File: src/rtl/mief_pkg.sv
// Purpose: constants and types of the interrupt enable and flag unit
// Assumes: registers are 8 bits wide, one per aligned 32-bit word
// Notes: offsets are word indices; byte address is four times the index
package mief_pkg;
  // ==========================================================
  // register indices
  localparam logic [7:0] IDX_CORE_LO = 8'h0B; // core control, bank 0
  localparam logic [7:0] IDX_CORE_HI = 8'h8B; // core control, bank 1
  localparam logic [7:0] IDX_PFLAGS = 8'h0C; // peripheral flags
  localparam logic [7:0] IDX_PENABLES = 8'h8C; // peripheral enables
  localparam logic [7:0] IDX_PIN_EN = 8'h10; // per-pin change enables
  localparam logic [7:0] IDX_OPTION = 8'h11; // edge select option
  localparam logic [7:0] IDX_PORT = 8'h12; // port value, read updates latch
  // ==========================================================
  // core control bit positions
  localparam int B_GIE = 7;
  localparam int B_PERIPHERAL_IRQ_ENABLE = 6;
  localparam int B_TA_EN = 5;
  localparam int B_EXT_EN = 4;
  localparam int B_PC_EN = 3;
  localparam int B_TA_FLAG = 2;
  localparam int B_EXT_FLAG = 1;
  localparam int B_PC_FLAG = 0;
  // ==========================================================
  // peripheral bit positions, shared by flags and enables
  localparam int B_EEPROM = 7;
  localparam int B_LOWV = 6;
  localparam int B_CIPHER = 5;
  localparam int B_COMP_B = 4;
  localparam int B_COMP_A = 3;
  localparam int B_OSCF = 2;
  localparam int B_UNUSED = 1;
  localparam int B_TIMER_B = 0;
  localparam int B_EDGE_SEL = 6; // within the option register
  // ==========================================================
  // reset values and masks
  localparam logic [7:0] RST_CORE = 8'h00;
  localparam logic [7:0] RST_PERIPH = 8'h00;
  localparam logic [5:0] RST_PIN_EN = 6'h00;
  localparam logic RST_EDGE_SEL = 1'b1; // rising edge after reset
  localparam logic [7:0] PERIPH_MASK = 8'hFD; // bit 1 not built
  localparam logic [1:0] RESP_OKAY = 2'h0;
  localparam logic [1:0] RESP_SLVERR = 2'h2;
  // ==========================================================
  // peripheral event sources, all on the system clock
  typedef struct packed {
    logic timer_a_ovf; // one-cycle rollover pulse
    logic eeprom_done; // one-cycle write-complete pulse
    logic low_volt; // one-cycle threshold crossing pulse
    logic cipher_done; // one-cycle completion pulse
    logic comparator_b_output; // level
    logic comparator_a_output; // level
    logic osc_fail; // one-cycle failover pulse
    logic timer_b_roll; // one-cycle rollover pulse
  } mief_events_t;
endpackage

File: src/rtl/mief_top.sv
// Purpose: interrupt enable/flag registers and request to the core
// Assumes: event sources run on I_CLK; port and ext pin are asynchronous
// Notes: AXI4-Lite slave, 8-bit registers in the low byte of each word
// How it works
// RULE_01: flags set on events regardless of enables
// RULE_02: global enable gates every interrupt request
// RULE_03: peripheral enable gates all peripheral requests
// RULE_04: timer A enable bit5, flag bit2
// RULE_05: external pin enable bit4, flag bit1
// RULE_06: port change enable bit3, flag bit0
// RULE_07: only selected pins may raise port change
// RULE_08: port flag clears on reset, sets on mismatch
// RULE_09: bit7 is eeprom write complete
// RULE_10: bit6 is low voltage detect
// RULE_11: bit5 is cipher unit done
// RULE_12: bit4 is comparator B change
// RULE_13: bit3 is comparator A change
// RULE_14: bit2 is oscillator failure
// RULE_15: bit0 is timer B rollover
// RULE_16: peripheral bit1 unbuilt, reads zero
// RULE_17: flags stay set until software clears
// RULE_18: software clears flag before enabling source
// RULE_19: core register mirrored in both banks
// RULE_20: edge select: 1 rising, 0 falling
// RULE_21: request is gated OR of enable-flag pairs
module mief_top #(
  parameter bit HAS_COMP_B = 1'b1 // comparator B exists on larger parts
) (
  input wire logic I_CLK,
  input wire logic I_RESET, // master-clear or watchdog reset
  input wire logic I_POR, // power-on reset, also loads port latch
  input wire mief_pkg::mief_events_t I_EVENTS,
  input wire logic I_EXT_IRQ_PIN,
  input wire logic [5:0] I_IO_PORT_A,
  input wire logic I_AWVALID,
  output logic O_AWREADY,
  input wire logic [31:0] I_AWADDR,
  input wire logic [2:0] I_AWPROT,
  input wire logic I_WVALID,
  output logic O_WREADY,
  input wire logic [31:0] I_WDATA,
  input wire logic [3:0] I_WSTRB,
  output logic O_BVALID,
  input wire logic I_BREADY,
  output logic [1:0] O_BRESP,
  input wire logic I_ARVALID,
  output logic O_ARREADY,
  input wire logic [31:0] I_ARADDR,
  input wire logic [2:0] I_ARPROT,
  output logic O_RVALID,
  input wire logic I_RREADY,
  output logic [31:0] O_RDATA,
  output logic [1:0] O_RRESP,
  output logic O_IRQ // interrupt request to the core
);
  // ==========================================================
  // declarations
  logic rst; // any reset
  logic [7:0] core_ff, nxt_core; // core control register
  logic [7:0] pflags_ff, nxt_pflags; // peripheral flags
  logic [7:0] pen_ff; // peripheral enables
  logic [5:0] pin_en_ff; // per-pin change enables
  logic edge_sel_ff; // 1 rising, 0 falling
  logic [5:0] port_s1_ff, port_s2_ff; // port synchroniser
  logic [5:0] port_latch_ff; // previous-value latch, kept on I_RESET
  logic ext_s1_ff, ext_s2_ff, ext_prev_ff; // pin sync and history
  logic comp_a_prev_ff, comp_b_prev_ff; // comparator history
  logic irq_ff; // registered request
  logic aw_full_ff, w_full_ff; // captured write halves
  logic [31:0] awaddr_ff;
  logic [7:0] wdata_ff;
  logic wstrb0_ff;
  logic bvalid_ff, rvalid_ff;
  logic [1:0] bresp_ff, rresp_ff;
  logic [31:0] rdata_ff;
  logic do_write; // both halves held, response slot free
  logic [7:0] widx; // word index of the write
  logic wr_core, wr_pflags, wr_pen; // write strobes per register
  logic ext_edge; // selected edge seen on the pin
  logic port_change; // enabled pin differs from latch
  logic rd_port; // read of port register, refreshes latch
  logic [7:0] ev_periph; // peripheral set terms

  assign rst = I_RESET | I_POR;

  // ==========================================================
  // address helpers
  // word index of a byte address; alignment is checked by is_mapped
  function automatic logic [7:0] word_idx(input logic [31:0] a);
    word_idx = a[9:2];
  endfunction

  // decodes whether an address hits a register
  function automatic logic is_mapped(input logic [31:0] a);
    logic [7:0] i;
    i = word_idx(a);
    is_mapped = (a[1:0] == 2'h0) && (a[31:10] == 22'h0) &&
      (i == mief_pkg::IDX_CORE_LO || i == mief_pkg::IDX_CORE_HI ||
       i == mief_pkg::IDX_PFLAGS || i == mief_pkg::IDX_PENABLES ||
       i == mief_pkg::IDX_PIN_EN || i == mief_pkg::IDX_OPTION ||
       i == mief_pkg::IDX_PORT);
  endfunction

  // ==========================================================
  // AXI4-Lite write channel
  // each half is taken once and held until the write is done and its response raised;
  // one write at a time keeps the slave small
  assign O_AWREADY = !aw_full_ff;
  assign O_WREADY = !w_full_ff;
  assign do_write = aw_full_ff && w_full_ff && !bvalid_ff;
  assign widx = word_idx(awaddr_ff);
  // byte lane 0 carries the register, other lanes are ignored
  assign wr_core = do_write && wstrb0_ff && is_mapped(awaddr_ff) &&
    (widx == mief_pkg::IDX_CORE_LO ||
     widx == mief_pkg::IDX_CORE_HI); // [RULE_19]
  assign wr_pflags = do_write && wstrb0_ff && is_mapped(awaddr_ff) &&
    widx == mief_pkg::IDX_PFLAGS;
  assign wr_pen = do_write && wstrb0_ff && is_mapped(awaddr_ff) &&
    widx == mief_pkg::IDX_PENABLES;

  // write address and data capture
  always_ff @(posedge I_CLK) begin
    if (rst) begin
      aw_full_ff <= 1'b0;
      w_full_ff <= 1'b0;
      awaddr_ff <= 32'h0;
      wdata_ff <= 8'h00;
      wstrb0_ff <= 1'b0;
    end else if (do_write) begin
      aw_full_ff <= 1'b0;
      w_full_ff <= 1'b0;
    end else begin
      if (I_AWVALID && !aw_full_ff) begin
        aw_full_ff <= 1'b1;
        awaddr_ff <= I_AWADDR;
      end
      if (I_WVALID && !w_full_ff) begin
        w_full_ff <= 1'b1;
        wdata_ff <= I_WDATA[7:0];
        wstrb0_ff <= I_WSTRB[0];
      end
    end
  end

  // write response
  always_ff @(posedge I_CLK) begin
    if (rst) begin
      bvalid_ff <= 1'b0;
      bresp_ff <= mief_pkg::RESP_OKAY;
    end else if (do_write) begin
      bvalid_ff <= 1'b1;
      bresp_ff <= is_mapped(awaddr_ff) ? mief_pkg::RESP_OKAY :
        mief_pkg::RESP_SLVERR;
    end else if (I_BREADY) begin
      bvalid_ff <= 1'b0;
    end
  end
  assign O_BVALID = bvalid_ff;
  assign O_BRESP = bresp_ff;

  // ==========================================================
  // AXI4-Lite read channel
  assign O_ARREADY = !rvalid_ff;
  assign rd_port = I_ARVALID && !rvalid_ff && is_mapped(I_ARADDR) &&
    word_idx(I_ARADDR) == mief_pkg::IDX_PORT;

  // read data is sampled at the address handshake
  always_ff @(posedge I_CLK) begin
    if (rst) begin
      rvalid_ff <= 1'b0;
      rdata_ff <= 32'h0;
      rresp_ff <= mief_pkg::RESP_OKAY;
    end else if (I_ARVALID && !rvalid_ff) begin
      rvalid_ff <= 1'b1;
      rresp_ff <= is_mapped(I_ARADDR) ? mief_pkg::RESP_OKAY :
        mief_pkg::RESP_SLVERR;
      rdata_ff <= 32'h0;
      if (is_mapped(I_ARADDR)) begin
        case (word_idx(I_ARADDR))
          mief_pkg::IDX_CORE_LO, mief_pkg::IDX_CORE_HI: begin
            rdata_ff[7:0] <= core_ff; // [RULE_19]
          end
          mief_pkg::IDX_PFLAGS: begin
            rdata_ff[7:0] <= pflags_ff & mief_pkg::PERIPH_MASK; // [RULE_16]
          end
          mief_pkg::IDX_PENABLES: begin
            rdata_ff[7:0] <= pen_ff & mief_pkg::PERIPH_MASK; // [RULE_16]
          end
          mief_pkg::IDX_PIN_EN: begin
            rdata_ff[5:0] <= pin_en_ff;
          end
          mief_pkg::IDX_OPTION: begin
            rdata_ff[mief_pkg::B_EDGE_SEL] <= edge_sel_ff;
          end
          mief_pkg::IDX_PORT: begin
            rdata_ff[5:0] <= port_s2_ff;
          end
          default: begin
            rdata_ff <= 32'h0;
          end
        endcase
      end
    end else if (I_RREADY) begin
      rvalid_ff <= 1'b0;
    end
  end
  assign O_RVALID = rvalid_ff;
  assign O_RDATA = rdata_ff;
  assign O_RRESP = rresp_ff;

  // ==========================================================
  // pin synchronisers and edge detection
  // first stage is read only by the second stage
  always_ff @(posedge I_CLK) begin
    port_s1_ff <= I_IO_PORT_A;
    port_s2_ff <= port_s1_ff;
    ext_s1_ff <= I_EXT_IRQ_PIN;
    ext_s2_ff <= ext_s1_ff;
  end

  // pin and comparator history; loaded at reset so no false edge
  always_ff @(posedge I_CLK) begin
    if (rst) begin
      ext_prev_ff <= ext_s2_ff;
      comp_a_prev_ff <= I_EVENTS.comparator_a_output;
      comp_b_prev_ff <= I_EVENTS.comparator_b_output;
    end else begin
      ext_prev_ff <= ext_s2_ff;
      comp_a_prev_ff <= I_EVENTS.comparator_a_output;
      comp_b_prev_ff <= I_EVENTS.comparator_b_output;
    end
  end

  // selected edge on the external pin
  assign ext_edge = edge_sel_ff ? (ext_s2_ff && !ext_prev_ff) :
    (!ext_s2_ff && ext_prev_ff); // [RULE_20]

  // previous-value latch: only power-on loads it at reset, so a
  // mismatch left across a pin or watchdog reset sets the flag again
  always_ff @(posedge I_CLK) begin
    if (I_POR || rd_port) begin
      port_latch_ff <= port_s2_ff; // [RULE_08]
    end
  end

  // unselected pins never contribute
  assign port_change =
    |((port_s2_ff ^ port_latch_ff) & pin_en_ff); // [RULE_06] [RULE_07]

  // ==========================================================
  // core control register: set beats software clear
  always_comb begin
    nxt_core = core_ff;
    if (wr_core) begin
      nxt_core = wdata_ff;
    end
    if (I_EVENTS.timer_a_ovf) begin
      nxt_core[mief_pkg::B_TA_FLAG] = 1'b1; // [RULE_01] [RULE_04]
    end
    if (ext_edge) begin
      nxt_core[mief_pkg::B_EXT_FLAG] = 1'b1; // [RULE_05]
    end
    if (port_change) begin
      nxt_core[mief_pkg::B_PC_FLAG] = 1'b1; // [RULE_06]
    end
  end

  // flags only fall by a software write or a reset
  always_ff @(posedge I_CLK) begin
    if (rst) begin
      core_ff <= mief_pkg::RST_CORE; // [RULE_08]
    end else begin
      core_ff <= nxt_core; // [RULE_17]
    end
  end

  // ==========================================================
  // peripheral flags
  always_comb begin
    ev_periph = 8'h00;
    ev_periph[mief_pkg::B_EEPROM] = I_EVENTS.eeprom_done; // [RULE_09]
    ev_periph[mief_pkg::B_LOWV] = I_EVENTS.low_volt; // [RULE_10]
    ev_periph[mief_pkg::B_CIPHER] = I_EVENTS.cipher_done; // [RULE_11]
    ev_periph[mief_pkg::B_COMP_B] = HAS_COMP_B &&
      (I_EVENTS.comparator_b_output != comp_b_prev_ff); // [RULE_12]
    ev_periph[mief_pkg::B_COMP_A] =
      I_EVENTS.comparator_a_output != comp_a_prev_ff; // [RULE_13]
    ev_periph[mief_pkg::B_OSCF] = I_EVENTS.osc_fail; // [RULE_14]
    ev_periph[mief_pkg::B_TIMER_B] = I_EVENTS.timer_b_roll; // [RULE_15]
  end

  // write first, then events on top, then mask the unbuilt bit
  always_comb begin
    nxt_pflags = wr_pflags ? wdata_ff : pflags_ff;
    nxt_pflags = (nxt_pflags | ev_periph) &
      mief_pkg::PERIPH_MASK; // [RULE_01] [RULE_16]
  end

  // sticky peripheral flags
  always_ff @(posedge I_CLK) begin
    if (rst) begin
      pflags_ff <= mief_pkg::RST_PERIPH;
    end else begin
      pflags_ff <= nxt_pflags; // [RULE_17]
    end
  end

  // ==========================================================
  // enables and options
  always_ff @(posedge I_CLK) begin
    if (rst) begin
      pen_ff <= mief_pkg::RST_PERIPH;
      pin_en_ff <= mief_pkg::RST_PIN_EN;
      edge_sel_ff <= mief_pkg::RST_EDGE_SEL;
    end else begin
      if (wr_pen) begin
        pen_ff <= wdata_ff & mief_pkg::PERIPH_MASK; // [RULE_16]
      end
      if (do_write && wstrb0_ff && is_mapped(awaddr_ff) &&
          widx == mief_pkg::IDX_PIN_EN) begin
        pin_en_ff <= wdata_ff[5:0]; // [RULE_07]
      end
      if (do_write && wstrb0_ff && is_mapped(awaddr_ff) &&
          widx == mief_pkg::IDX_OPTION) begin
        edge_sel_ff <= wdata_ff[mief_pkg::B_EDGE_SEL]; // [RULE_20]
      end
    end
  end

  // ==========================================================
  // request to the core, registered for a clean output
  always_ff @(posedge I_CLK) begin
    if (rst) begin
      irq_ff <= 1'b0;
    end else begin
      irq_ff <= core_ff[mief_pkg::B_GIE] && ( // [RULE_02] [RULE_21]
        |(core_ff[5:3] & core_ff[2:0]) ||
        (core_ff[mief_pkg::B_PERIPHERAL_IRQ_ENABLE] &&
         |(pen_ff & pflags_ff))); // [RULE_03]
    end
  end
  assign O_IRQ = irq_ff;

  // ==========================================================
  // checks
  a_timer_flag_set: assert property ( // [RULE_04]
    @(posedge I_CLK) disable iff (rst)
    I_EVENTS.timer_a_ovf |=> core_ff[mief_pkg::B_TA_FLAG])
    else $error("timer A flag not set after rollover");

  a_ext_edge_flag: assert property ( // [RULE_20]
    @(posedge I_CLK) disable iff (rst)
    (edge_sel_ff && ext_s2_ff && !ext_prev_ff) |=>
      core_ff[mief_pkg::B_EXT_FLAG])
    else $error("rising edge did not set external flag");

  a_port_pin_mask: assert property ( // [RULE_07]
    @(posedge I_CLK) disable iff (rst)
    (pin_en_ff == 6'h00 && !wr_core && !core_ff[mief_pkg::B_PC_FLAG])
      |=> !core_ff[mief_pkg::B_PC_FLAG])
    else $error("port flag set with no pin selected");

  a_flag_sticky: assert property ( // [RULE_17]
    @(posedge I_CLK) disable iff (rst)
    (pflags_ff[mief_pkg::B_EEPROM] && !wr_pflags) |=>
      pflags_ff[mief_pkg::B_EEPROM])
    else $error("peripheral flag dropped without a write");

  a_set_beats_clear: assert property ( // [RULE_01]
    @(posedge I_CLK) disable iff (rst)
    (wr_pflags && I_EVENTS.osc_fail) |=> pflags_ff[mief_pkg::B_OSCF])
    else $error("event lost under a clearing write");

  a_unbuilt_zero: assert property ( // [RULE_16]
    @(posedge I_CLK) disable iff (rst)
    !pflags_ff[mief_pkg::B_UNUSED] && !pen_ff[mief_pkg::B_UNUSED])
    else $error("unbuilt peripheral bit is set");

  a_global_gate: assert property ( // [RULE_02]
    @(posedge I_CLK) disable iff (rst)
    !core_ff[mief_pkg::B_GIE] [*2] |-> !O_IRQ)
    else $error("request raised with global enable off");

  a_periph_gate: assert property ( // [RULE_03]
    @(posedge I_CLK) disable iff (rst)
    (core_ff[mief_pkg::B_GIE] && !core_ff[mief_pkg::B_PERIPHERAL_IRQ_ENABLE] &&
     core_ff[2:0] == 3'h0) |=> !O_IRQ)
    else $error("peripheral request passed with its enable off");

  a_irq_raise: assert property ( // [RULE_21]
    @(posedge I_CLK) disable iff (rst)
    (core_ff[mief_pkg::B_GIE] && core_ff[mief_pkg::B_TA_EN] &&
     core_ff[mief_pkg::B_TA_FLAG]) |=> O_IRQ)
    else $error("enabled pending timer A gave no request");

  a_comp_change: assert property ( // [RULE_13]
    @(posedge I_CLK) disable iff (rst)
    $changed(I_EVENTS.comparator_a_output) |=>
      pflags_ff[mief_pkg::B_COMP_A])
    else $error("comparator A change not flagged");
endmodule
File: config.mk
export PLATFORM = sky130hd
export DESIGN_NAME = mief_top
export DESIGN_NICKNAME = d
export VERILOG_FILES = /design/src/rtl/mief_pkg.sv /design/src/rtl/mief_top.sv
export SDC_FILE = /design/constraint.sdc
export NUM_CORES = 1
export LEC_CHECK = 0
export BUFFER_PORTS_ARGS = -buffer_cell sky130_fd_sc_hd__buf_2
export CAP_MARGIN = 20
export CELL_PAD_IN_SITES_DETAIL_PLACEMENT = 2
export CELL_PAD_IN_SITES_GLOBAL_PLACEMENT = 2
export CORE_MARGIN = 2
export CORE_UTILIZATION = 30
export DETAILED_ROUTE_END_ITERATION = 7
export PLACE_DENSITY = 0.83
export SLEW_MARGIN = 5
export SYNTH_ARGS = -nofsm -noshare
export SYNTH_HDL_FRONTEND = slang
export SYNTH_SLANG_ARGS = --single-unit
File: constraint.sdc
create_clock -name I_CLK -period 3.4 [get_ports I_CLK]
set_input_delay 0.34 -clock I_CLK [delete_from_list [all_inputs] [get_ports I_CLK]]
set_output_delay 0.34 -clock I_CLK [all_outputs]
set_load 0.005 [all_outputs]
Yosys cells after proc, flatten, opt, wreduce, memory -nomap -nowiden
Index checks and enable logic that the tools add are counted.
Word-level totals
  output and inout port bits: 42
  bits in read-only memories: 0
  register bits after elaboration: 135
  logic and storage cells: 125
  RAM bits: 0
  input port bits: 129
  bits in latches: 0
  memories kept: 0
Operators by class
  equal/unequal tests: 16
  bitwise logic cells: 7
  $add $sub $neg: 0
  divide/modulo/power cells: 0
  reductions and logical operators: 58
  multiply operators: 0
  shift operators: 0
  order comparisons: 0
  multiplexer cells: 16
Operators by type and width (count)
  == test 8 x 5 -> 1 bit (second input constant): 6
  zero test 22 bit: 2
  == test 8 x 4 -> 1 bit (second input constant): 4
  == test 8 bit (second input constant): 4
  case mux 6 bit (5 select lines): 1
  logical AND 1 bit: 22
  two-way mux 8 bit: 2
  logical OR 1 bit: 14
  nonzero test 2 bit: 5
  AND 8 bit: 1
  two-way mux 1 bit: 8
  bitwise OR 8 bit: 1
  OR reduction 8 bit: 1
  AND 6 bit: 1
  zero test 1 bit: 6
  OR reduction 6 bit: 1
  bitwise XOR 6 bit: 1
  zero test 2 bit: 2
  two-way mux 2 bit: 2
  case mux 1 bit (4 select lines): 1
  AND reduction 2 bit: 2
  OR reduction 2 bit: 2
  AND 3 bit: 1
  two-way mux 3 bit: 1
  other kinds (5): 6

Logic depth before layout (Yosys ltp)
Gate-level depths: netlist of run 1.
  depth in word-level cells: 12
  depth in mapped cells: 7
  depth with buffers taken out: 5

Least setup slack after synthesis of run 1
Ideal clock, no wire load.
  path type: input port to flip-flop
  start: input I_ARADDR[9]
  end: register port_latch_ff[0], enable pin
  library setup time: 0.319 ns
  required time: 3.081 ns
  cell stages on the path: 6
  path buffers: 2
  arrival time: 1.850 ns
  slack: 1.231 ns
  cells stage by stage: buf_6 > or4b_4 > or4_4 > buf_6 > inv_1 > a31o_1
Between the ends
  longest elaborated chain between the ends: 11
  elaborated cells on any way between the ends: 17
  those cells by class: eq/ne (7); reduce/logical (10)
RTL lines
  from (decl): line mief_top.sv:48  | input wire logic [31:0] I_ARADDR,
  == test 8 x 4 -> 1 bit / == test 8 bit (equally long branches): line mief_top.sv:98  | (i == mief_pkg::IDX_CORE_LO || i == mief_pkg::IDX_CORE_HI ||
  logical OR 1 bit (2 in a row): line mief_top.sv:98
  logical OR 1 bit (2 in a row): line mief_top.sv:99  | i == mief_pkg::IDX_PFLAGS || i == mief_pkg::IDX_PENABLES ||
  logical OR 1 bit (2 in a row): line mief_top.sv:100  | i == mief_pkg::IDX_PIN_EN || i == mief_pkg::IDX_OPTION ||
  logical AND 1 bit: line mief_top.sv:97  | is_mapped = (a[1:0] == 2'h0) && (a[31:10] == 22'h0) &&
  logical AND 1 bit: line mief_top.sv:164  | assign rd_port = I_ARVALID && !rvalid_ff && is_mapped(I_ARADDR) &&
  logical AND 1 bit *: line mief_top.sv:164
  logical OR 1 bit *: line mief_top.sv:241  | if (I_POR || rd_port) begin
  to (signal assigned): line mief_top.sv:242  | port_latch_ff <= port_s2_ff;
  to (decl): line mief_top.sv:65  | logic [5:0] port_latch_ff;
Mark *: on every way between the ends. The rest lies on a longest branch, timed or not.
A chain may end at the register's enable or synchronous reset.

Worst setup path in the final report of run 1
  start: register awaddr_ff[15]
  end: register core_ff[2]
Between the ends
  longest elaborated chain between the ends: 6
RTL lines
  from (decl): line mief_top.sv:70  | logic [31:0] awaddr_ff;
  from (signal assigned): line mief_top.sv:126  | awaddr_ff <= 32'h0;
  from (signal assigned): line mief_top.sv:135  | awaddr_ff <= I_AWADDR;
  zero test 22 bit: line mief_top.sv:97
  logical AND 1 bit (2 in a row): line mief_top.sv:97
  logical AND 1 bit (2 in a row): line mief_top.sv:113  | assign wr_core = do_write && wstrb0_ff && is_mapped(awaddr_ff) &&
  nonzero test 2 bit (no line)
  to (signal assigned): line mief_top.sv:271  | core_ff <= mief_pkg::RST_CORE;
  to (signal assigned): line mief_top.sv:273  | core_ff <= nxt_core;
  to (decl): line mief_top.sv:59  | logic [7:0] core_ff, nxt_core;
Every way passes these cells.

==> run summary, run 1 <==
Run status: completed
Final slew viol count: 0
Multi-input gate area in the final layout: 0.00208 mm^2
Die Ht: 127 um
Worst-path maximum fanout: 8
Clock Path Buffers: 2
Final period util: 76.7%
DR vias: 3,866
Final WL: 13,000 um
Switching pwr: 621 uW
Worst VDD drop: 0.225 mV
DR WL/cell: 16.7 um
DR vias/cell: 4.96
Switch share: 23.9%
# diodes: 0
Most common cell after layout, fill and taps aside: buf_2
Crit Path Class: register to register
Synth Register Bits: 108
Gate Count Post-Synth: 488
Clock tree sinks: 108
Placed wire-length estimate: 9780 um
Crit path setup slack, layout: 0.791 ns
Die Area: 0.0161 mm^2
Worst setup SP type: register
Finish-stage setup viols: 0
Post-synth EDFFs: 6
CTS tree: yes
Clk_skew: 0.00827 ns
Tmin final: 2.61 ns
GP Congestion: 0.793
Reg2Reg Setup Slack: 0.79 ns
Async S/R FF share, synth: 0%
Pwr/cell area: 475 mW/mm^2
Setup Slack @ Placement: 0.830 ns
I/O Buffers: 111
Max cap viols: 0
Setup TNS: 0 ns
Post-route antenna net violation count: 0
Worst slew margin: 45.3%
Sequential fraction of the synthesis area: 49.0%
Initial DRT Pass Iterations: 4
Synth Warn #: 0
WP buf/inv: 0
Share of cells above drive strength 1: 24.2%
Max stage delay cell, worst path: nor4_4
Largest net degree at the start of global routing: 75
Ports: 171
Sequential Power Share: 51.8%
Vias in the first global route: 4,091
WP data required: 3.60 ns
Internal power: 1970 uW
Area grow syn2layout: 20.4%
Gr ovfl total: 0
Distinct cells, synth: 53
Final cell count without fillers: 780
HP Class: input port to register
CTS buffer count: 9
H-tree levels: 3
Slew @ Worst Pin: 0.809 ns
Crit path largest cell delay: 0.82 ns
Initial DRC Count: 179
Top Family by Delay on Critical Path: simple AND/OR/NAND/NOR gates
Most frequent cells in the layout: buf_2 (111), dfxtp_1 (102), nand2_1 (100)
Setup Buffers After CTS: 0
Initial antenna violation count: 0
RSZ-0062 raised after global routing: no
Arr. time, crit path: 2.81 ns
Initial Util: 31.0%
Tot GR Track Use: 16.4%
Cell Chain, Critical Path: nor4_1 > nand4_2 > nor4_4 > mux2i_1 > a21oi_1
Hold Violations, Final: 0
Fmax: 383 MHz
Avg Cell Area, Syn: 9.30 um^2
# rows: 44
Final Instance Area: 0.00547 mm^2
Clock power frac: 40.1%
Clk_lat worst skew: 0.35 ns
Leakage: 0.00217 uW
Primary FF master, synth: dfxtp_1
Total area of sequential cells: 0.00222 mm^2
First-pass GRT wire length: 21,200 um
Post-Syn Area: 0.00454 mm^2
Cts repair resizes: 0
Filler cell count: 1,680
Clock-pin slew on the worst setup and hold paths: 0.07 ns
Worst Setup End Kind: register
Hold Buf Count CTS: 0
Placed Area: 0.00514 mm^2
Detailed-route DRC error count: 0
Placed Cells: 763
Combinational share of power: 8.1%
Clk root buf: clkbuf_16
Die Wd: 127 um
Core area: 0.0146 mm^2
Final #Nets: 720
==> final cells by class <==
| type | instances | area share, % |
|---|---|---|
| well taps | 184 | 4.21 |
| clock inverters | 6 | 1.19 |
| clock buffers | 10 | 4.19 |
| inverters | 11 | 0.755 |
| multi-input cells | 347 | 38.0 |
| repair buffers | 114 | 10.9 |
| flip-flops and latches | 108 | 40.7 |
==> flip-flops by register name, indices dropped and copies added (netlist names), 6 cells and up <==
| name | count |
|---|---|
| port_s2_ff | 6 |
| pen_ff | 7 |
| awaddr_ff | 32 |
| O_RDATA | 8 |
| pflags_ff | 7 |
| port_latch_ff | 6 |
| port_s1_ff | 6 |
| core_ff | 8 |
| pin_en_ff | 6 |
| wdata_ff | 8 |
==> routing by layer <==
| metal | global-route usage [%] | vias up | routed length [um] |
|---|---|---|---|
| met2 | 28.1 | 110 | 6260 |
| li1 | - | 1858 | - |
| met4 | 4.46 | 0 | 137 |
| met5 | 0 | - | 0 |
| met3 | 3.06 | 12 | 677 |
| met1 | 21.3 | 1886 | 5940 |
==> logic make-up after synthesis <==
| logic type | Yosys count | synth area share, % |
|---|---|---|
| AOI/OAI and AO/OA | 91 | 12.8 |
| xor gates and xnor gates | 8 | 1.54 |
| buffers and inverters | 58 | 7.33 |
| DFF | 108 | 49.0 |
| muxes | 42 | 9.32 |
| other | 1 | 0.0826 |
| and+or+nand+nor | 180 | 19.9 |
==> cells in the mapped netlist, types with 2 or more instances <==
cell type,instances,share of area (%)
nand3_1,3,0.33
buf_2,2,0.22
nor2b_1,3,0.41
o221ai_1,3,0.58
nor4b_1,2,0.39
buf_4,26,4.3
mux2i_1,40,8.8
o21ai_0,2,0.22
buf_6,2,0.50
a22o_1,5,0.96
a2111o_1,2,0.50
inv_1,11,0.91
edfxtp_1,6,4.0
xor2_1,6,1.2
nor4_1,15,2.1
or3_1,2,0.28
o22ai_1,3,0.41
nand2b_1,5,0.69
nor4_4,4,1.9
a22oi_1,7,1.2
nor4bb_1,2,0.44
nand2_1,100,8.3
xnor2_1,2,0.39
nor2_1,30,2.5
buf_1,5,0.41
o2bb2ai_1,2,0.39
clkbuf_1,12,0.99
a21oi_1,58,6.4
dfxtp_1,102,45
a222oi_1,2,0.44
mux2_2,2,0.50
==> path summary, 6_finish.rpt <==
kind | startpoint | depth (start not counted) | endpoint
min | I_IO_PORT_A[4] | 1 | port_s1_ff[4]
max reg2reg | awaddr_ff[15] | 5 | core_ff[2]
max | awaddr_ff[15] | 5 | core_ff[2]
min reg2reg | port_s1_ff[1] | 0 | port_s2_ff[1]
==> per-stage QoR <==
step | hold WS [ns] | utilization [%] | power (uW)
floorplan | 0.310 | - | 1500
global placement | 0.317 | 35.1 | 1570
detailed placement | 0.317 | 35.1 | 1580
CTS | 0.0802 | 37.1 | 2620
global route | 0.0779 | 37.3 | 2710
finish | 0.0902 | 37.3 | 2590
==> worst reg2reg max path, stage by stage (launching register included) <==
cell	delay (ns)
dfxtp_1	0.33
nor4_1	0.51
nand4_2	0.44
nor4_4	0.82
mux2i_1	0.29
a21oi_1	0.08
==> power groups by stage <==
| stage | Clock, uW | Sequential (uW) | Combinational, uW |
|---|---|---|---|
| global placement | 0 | 1370 | 199 |
| global route | 1130 | 1350 | 239 |
| floorplan | 0 | 1360 | 137 |
| CTS | 1070 | 1340 | 209 |
| detailed placement | 0 | 1370 | 208 |
| finish | 1040 | 1340 | 211 |
No activity file was read; power rests on OpenSTA's default activity.
==> inputs of run 2 (changes only) <==
Settings changed: CORE_UTILIZATION 30 to 28, PLACE_DENSITY 0.83 to 0.78.
Clock period 3.4 ns to 2.5 ns, I/O delays scaled along.
==> run summary, run 2 (synthesis results as in run 1) <==
Max stage delay cell, worst path: nor4_1
Die Ht: 131 um (+3.4%)
Worst Setup End Kind: register
Most flops, register: awaddr_ff
Hold Buf Count CTS: 6 (+6)
Worst Hold End: comp_b_prev_ff
Switch share: 24.7% (+0.78 points)
Clock-pin slew on the worst setup and hold paths: 0.07 ns (about the same)
R2r startpoint: awaddr_ff[31]
Worst VDD drop: 0.281 mV (+25%)
Clock power frac: 38.2% (-1.9 points)
Setup Slack @ Placement: 0.196 ns (-0.634 ns)
Die Area: 0.0172 mm^2 (+6.9%)
Switching pwr: 846 uW (+36%)
Arr. time, crit path: 2.42 ns (-0.39 ns)
Post-route antenna net violation count: 0 (unchanged)
Final period util: 88.6% (+12 points)
Crit path setup slack, layout: 0.284 ns (-0.507 ns)
H-tree levels: 3 (unchanged)
Cts repair resizes: 0 (unchanged)
Crit Path Class: register to register
Reg2reg path depth: 6 (+1)
WP data required: 2.70 ns (-0.90 ns)
Initial DRT Pass Iterations: 4 (unchanged)
First-pass GRT wire length: 21,600 um (+1.7%)
Gr ovfl total: 0 (unchanged)
Initial antenna violation count: 0 (unchanged)
Worst-path maximum fanout: 8 (unchanged)
Most common cell after layout, fill and taps aside: buf_2
Finish-stage setup viols: 0 (unchanged)
DR vias: 3,842 (-0.62%)
# diodes: 0 (unchanged)
Clk_lat worst skew: 0.35 ns (about the same)
Crit path largest cell delay: 0.46 ns (-0.36 ns)
Clock tree sinks: 108 (unchanged)
Sequential Power Share: 53.3% (+1.5 points)
CTS tree: yes
Clk_skew: 0.00526 ns (-0.00301 ns)
Die Wd: 131 um (+3.4%)
Slew @ Worst Pin: 0.760 ns (-0.0497 ns)
# rows: 46 (+4.5%)
Setup Buffers After CTS: 0 (unchanged)
Pwr/cell area: 613 mW/mm^2 (+29%)
I/O Buffers: 111 (unchanged)
Max cap viols: 0 (unchanged)
Final slew viol count: 0 (unchanged)
Run status: completed
Final #Nets: 734 (+1.9%)
DR WL/cell: 15.8 um (-5.1%)
Final WL: 13,100 um (+0.51%)
CTS buffer count: 9 (unchanged)
Tmin final: 2.22 ns (-0.393 ns)
Reg2Reg Setup Slack: 0.28 ns (-0.51 ns)
Clk root buf: clkbuf_16
Fmax: 451 MHz (+18%)
Vias in the first global route: 4,209 (+2.9%)
Initial Util: 28.6% (-2.4 points)
Detailed-route DRC error count: 0 (unchanged)
HP Class: input port to register
Setup TNS: 0 ns (unchanged)
Share of cells above drive strength 1: 24.8% (+0.59 points)
Tot GR Track Use: 15.3% (-1.1 points)
Placed wire-length estimate: 10,100 um (+3.2%)
Ports: 171 (unchanged)
Number of flip-flops under the largest register name: 32 (unchanged)
Initial DRC Count: 127 (-29%)
Combinational share of power: 8.5% (+0.4 points)
Tot Pwr: 3420 uW (+32%)
Hold Path Depth: 1 (unchanged)
GP Congestion: 0.829 (+4.5%)
RSZ-0062 raised after global routing: no
Leakage: 0.00220 uW (+1.6%)
Core area: 0.0159 mm^2 (+8.5%)
Clock Path Buffers: 2 (unchanged)
HP Start: I_EVENTS[3]
Worst slew margin: 49.4% (+4.0 points)
Area grow syn2layout: 23.0%
DR vias/cell: 4.65 (-6.2%)
Hold Violations, Final: 0 (unchanged)
Cell Chain, Critical Path: nor4_1 > nand4_2 > nor4_4 > buf_4 > mux2i_1 > a21oi_1
Internal power: 2580 uW (+31%)
Largest net degree at the start of global routing: 72 (-4.0%)
Most frequent cells in the layout: buf_2 (111), dfxtp_1 (102), nand2_1 (100)
Worst flop-to-flop path endpoint: core_ff[2]
Worst setup SP type: register
-- run 2: cell types whose count changed in the layout (fill, tap and decap cells not counted), sizes merged --
cell / delta
buf: +7
dlygate4sd3: +7
clkinvlp: +3
bufinv: -1
clkbuf: -1
clkinv: -1
-- run 2: area by class of cell --
| cell class | count | area (um^2) |
|---|---|---|
| clock inverters | 7 | 43.8 |
| repair buffers | 128 | 701 |
| fillers | 1841 | 10300 |
| inverters | 11 | 41.3 |
| flip-flops and latches | 108 | 2220 |
| multi-input cells | 347 | 2080 |
| clock buffers | 9 | 225 |
| well taps | 216 | 270 |
-- run 2: worst max-delay path by stage --
stage / cells past startpoint / startpoint / slack [ns] / endpoint
2_1_floorplan: 6 / I_ARADDR[9] / 0.42 / port_latch_ff[0]
3_3_place_gp: 5 / I_ARADDR[9] / 0.25 / port_latch_ff[2]
3_5_place_dp: 5 / I_ARADDR[9] / 0.20 / port_latch_ff[2]
4_1_cts: 6 / awaddr_ff[31] / 0.25 / core_ff[2]
5_1_grt: 6 / awaddr_ff[31] / 0.12 / pflags_ff[6]
6_report: 6 / awaddr_ff[31] / 0.28 / core_ff[2]
-- run 2: critical path, delay by kind of cell, from the launching register on --
kind / cells / cell delay, ns
AND/OR/NAND/NOR: 3 / 1.20
flip-flops: 1 / 0.32
buffers and inverters: 1 / 0.23
AO/OA/AOI/OAI: 1 / 0.09
multiplexers: 1 / 0.23
-- run 2: power by group through the flow --
stage / Sequential, uW / Combinational (uW) / Clock, uW
3_5_place_dp: 1870 / 286 / 0
6_report: 1830 / 290 / 1310
3_3_place_gp: 1860 / 273 / 0
5_1_grt: 1830 / 327 / 1430
4_1_cts: 1830 / 295 / 1350
2_1_floorplan: 1850 / 187 / 0
-- run 2: metal layers --
metal	global-route usage (%)	share of wire, %	up-vias	routed length [um]
met5	0	0	-	0
met4	5.43	1.6	0	203
met3	3.32	5.3	15	696
met2	26.1	48	107	6230
met1	19.1	45	1838	5950
li1	-	-	1882	-
-- run 2: through the flow --
step / util [%] / hold slack, ns / cell area, um^2 / cells
detailed placement: 33.0 / 0.315 / 5240 / 803
global route: 35.1 / 0.0197 / 5580 / 826
CTS: 35.1 / 0.00196 / 5570 / 825
finish: 35.1 / 0.0271 / 5580 / 826
global placement: 33.0 / 0.315 / 5240 / 803
floorplan: - / 0.278 / 4630 / 513
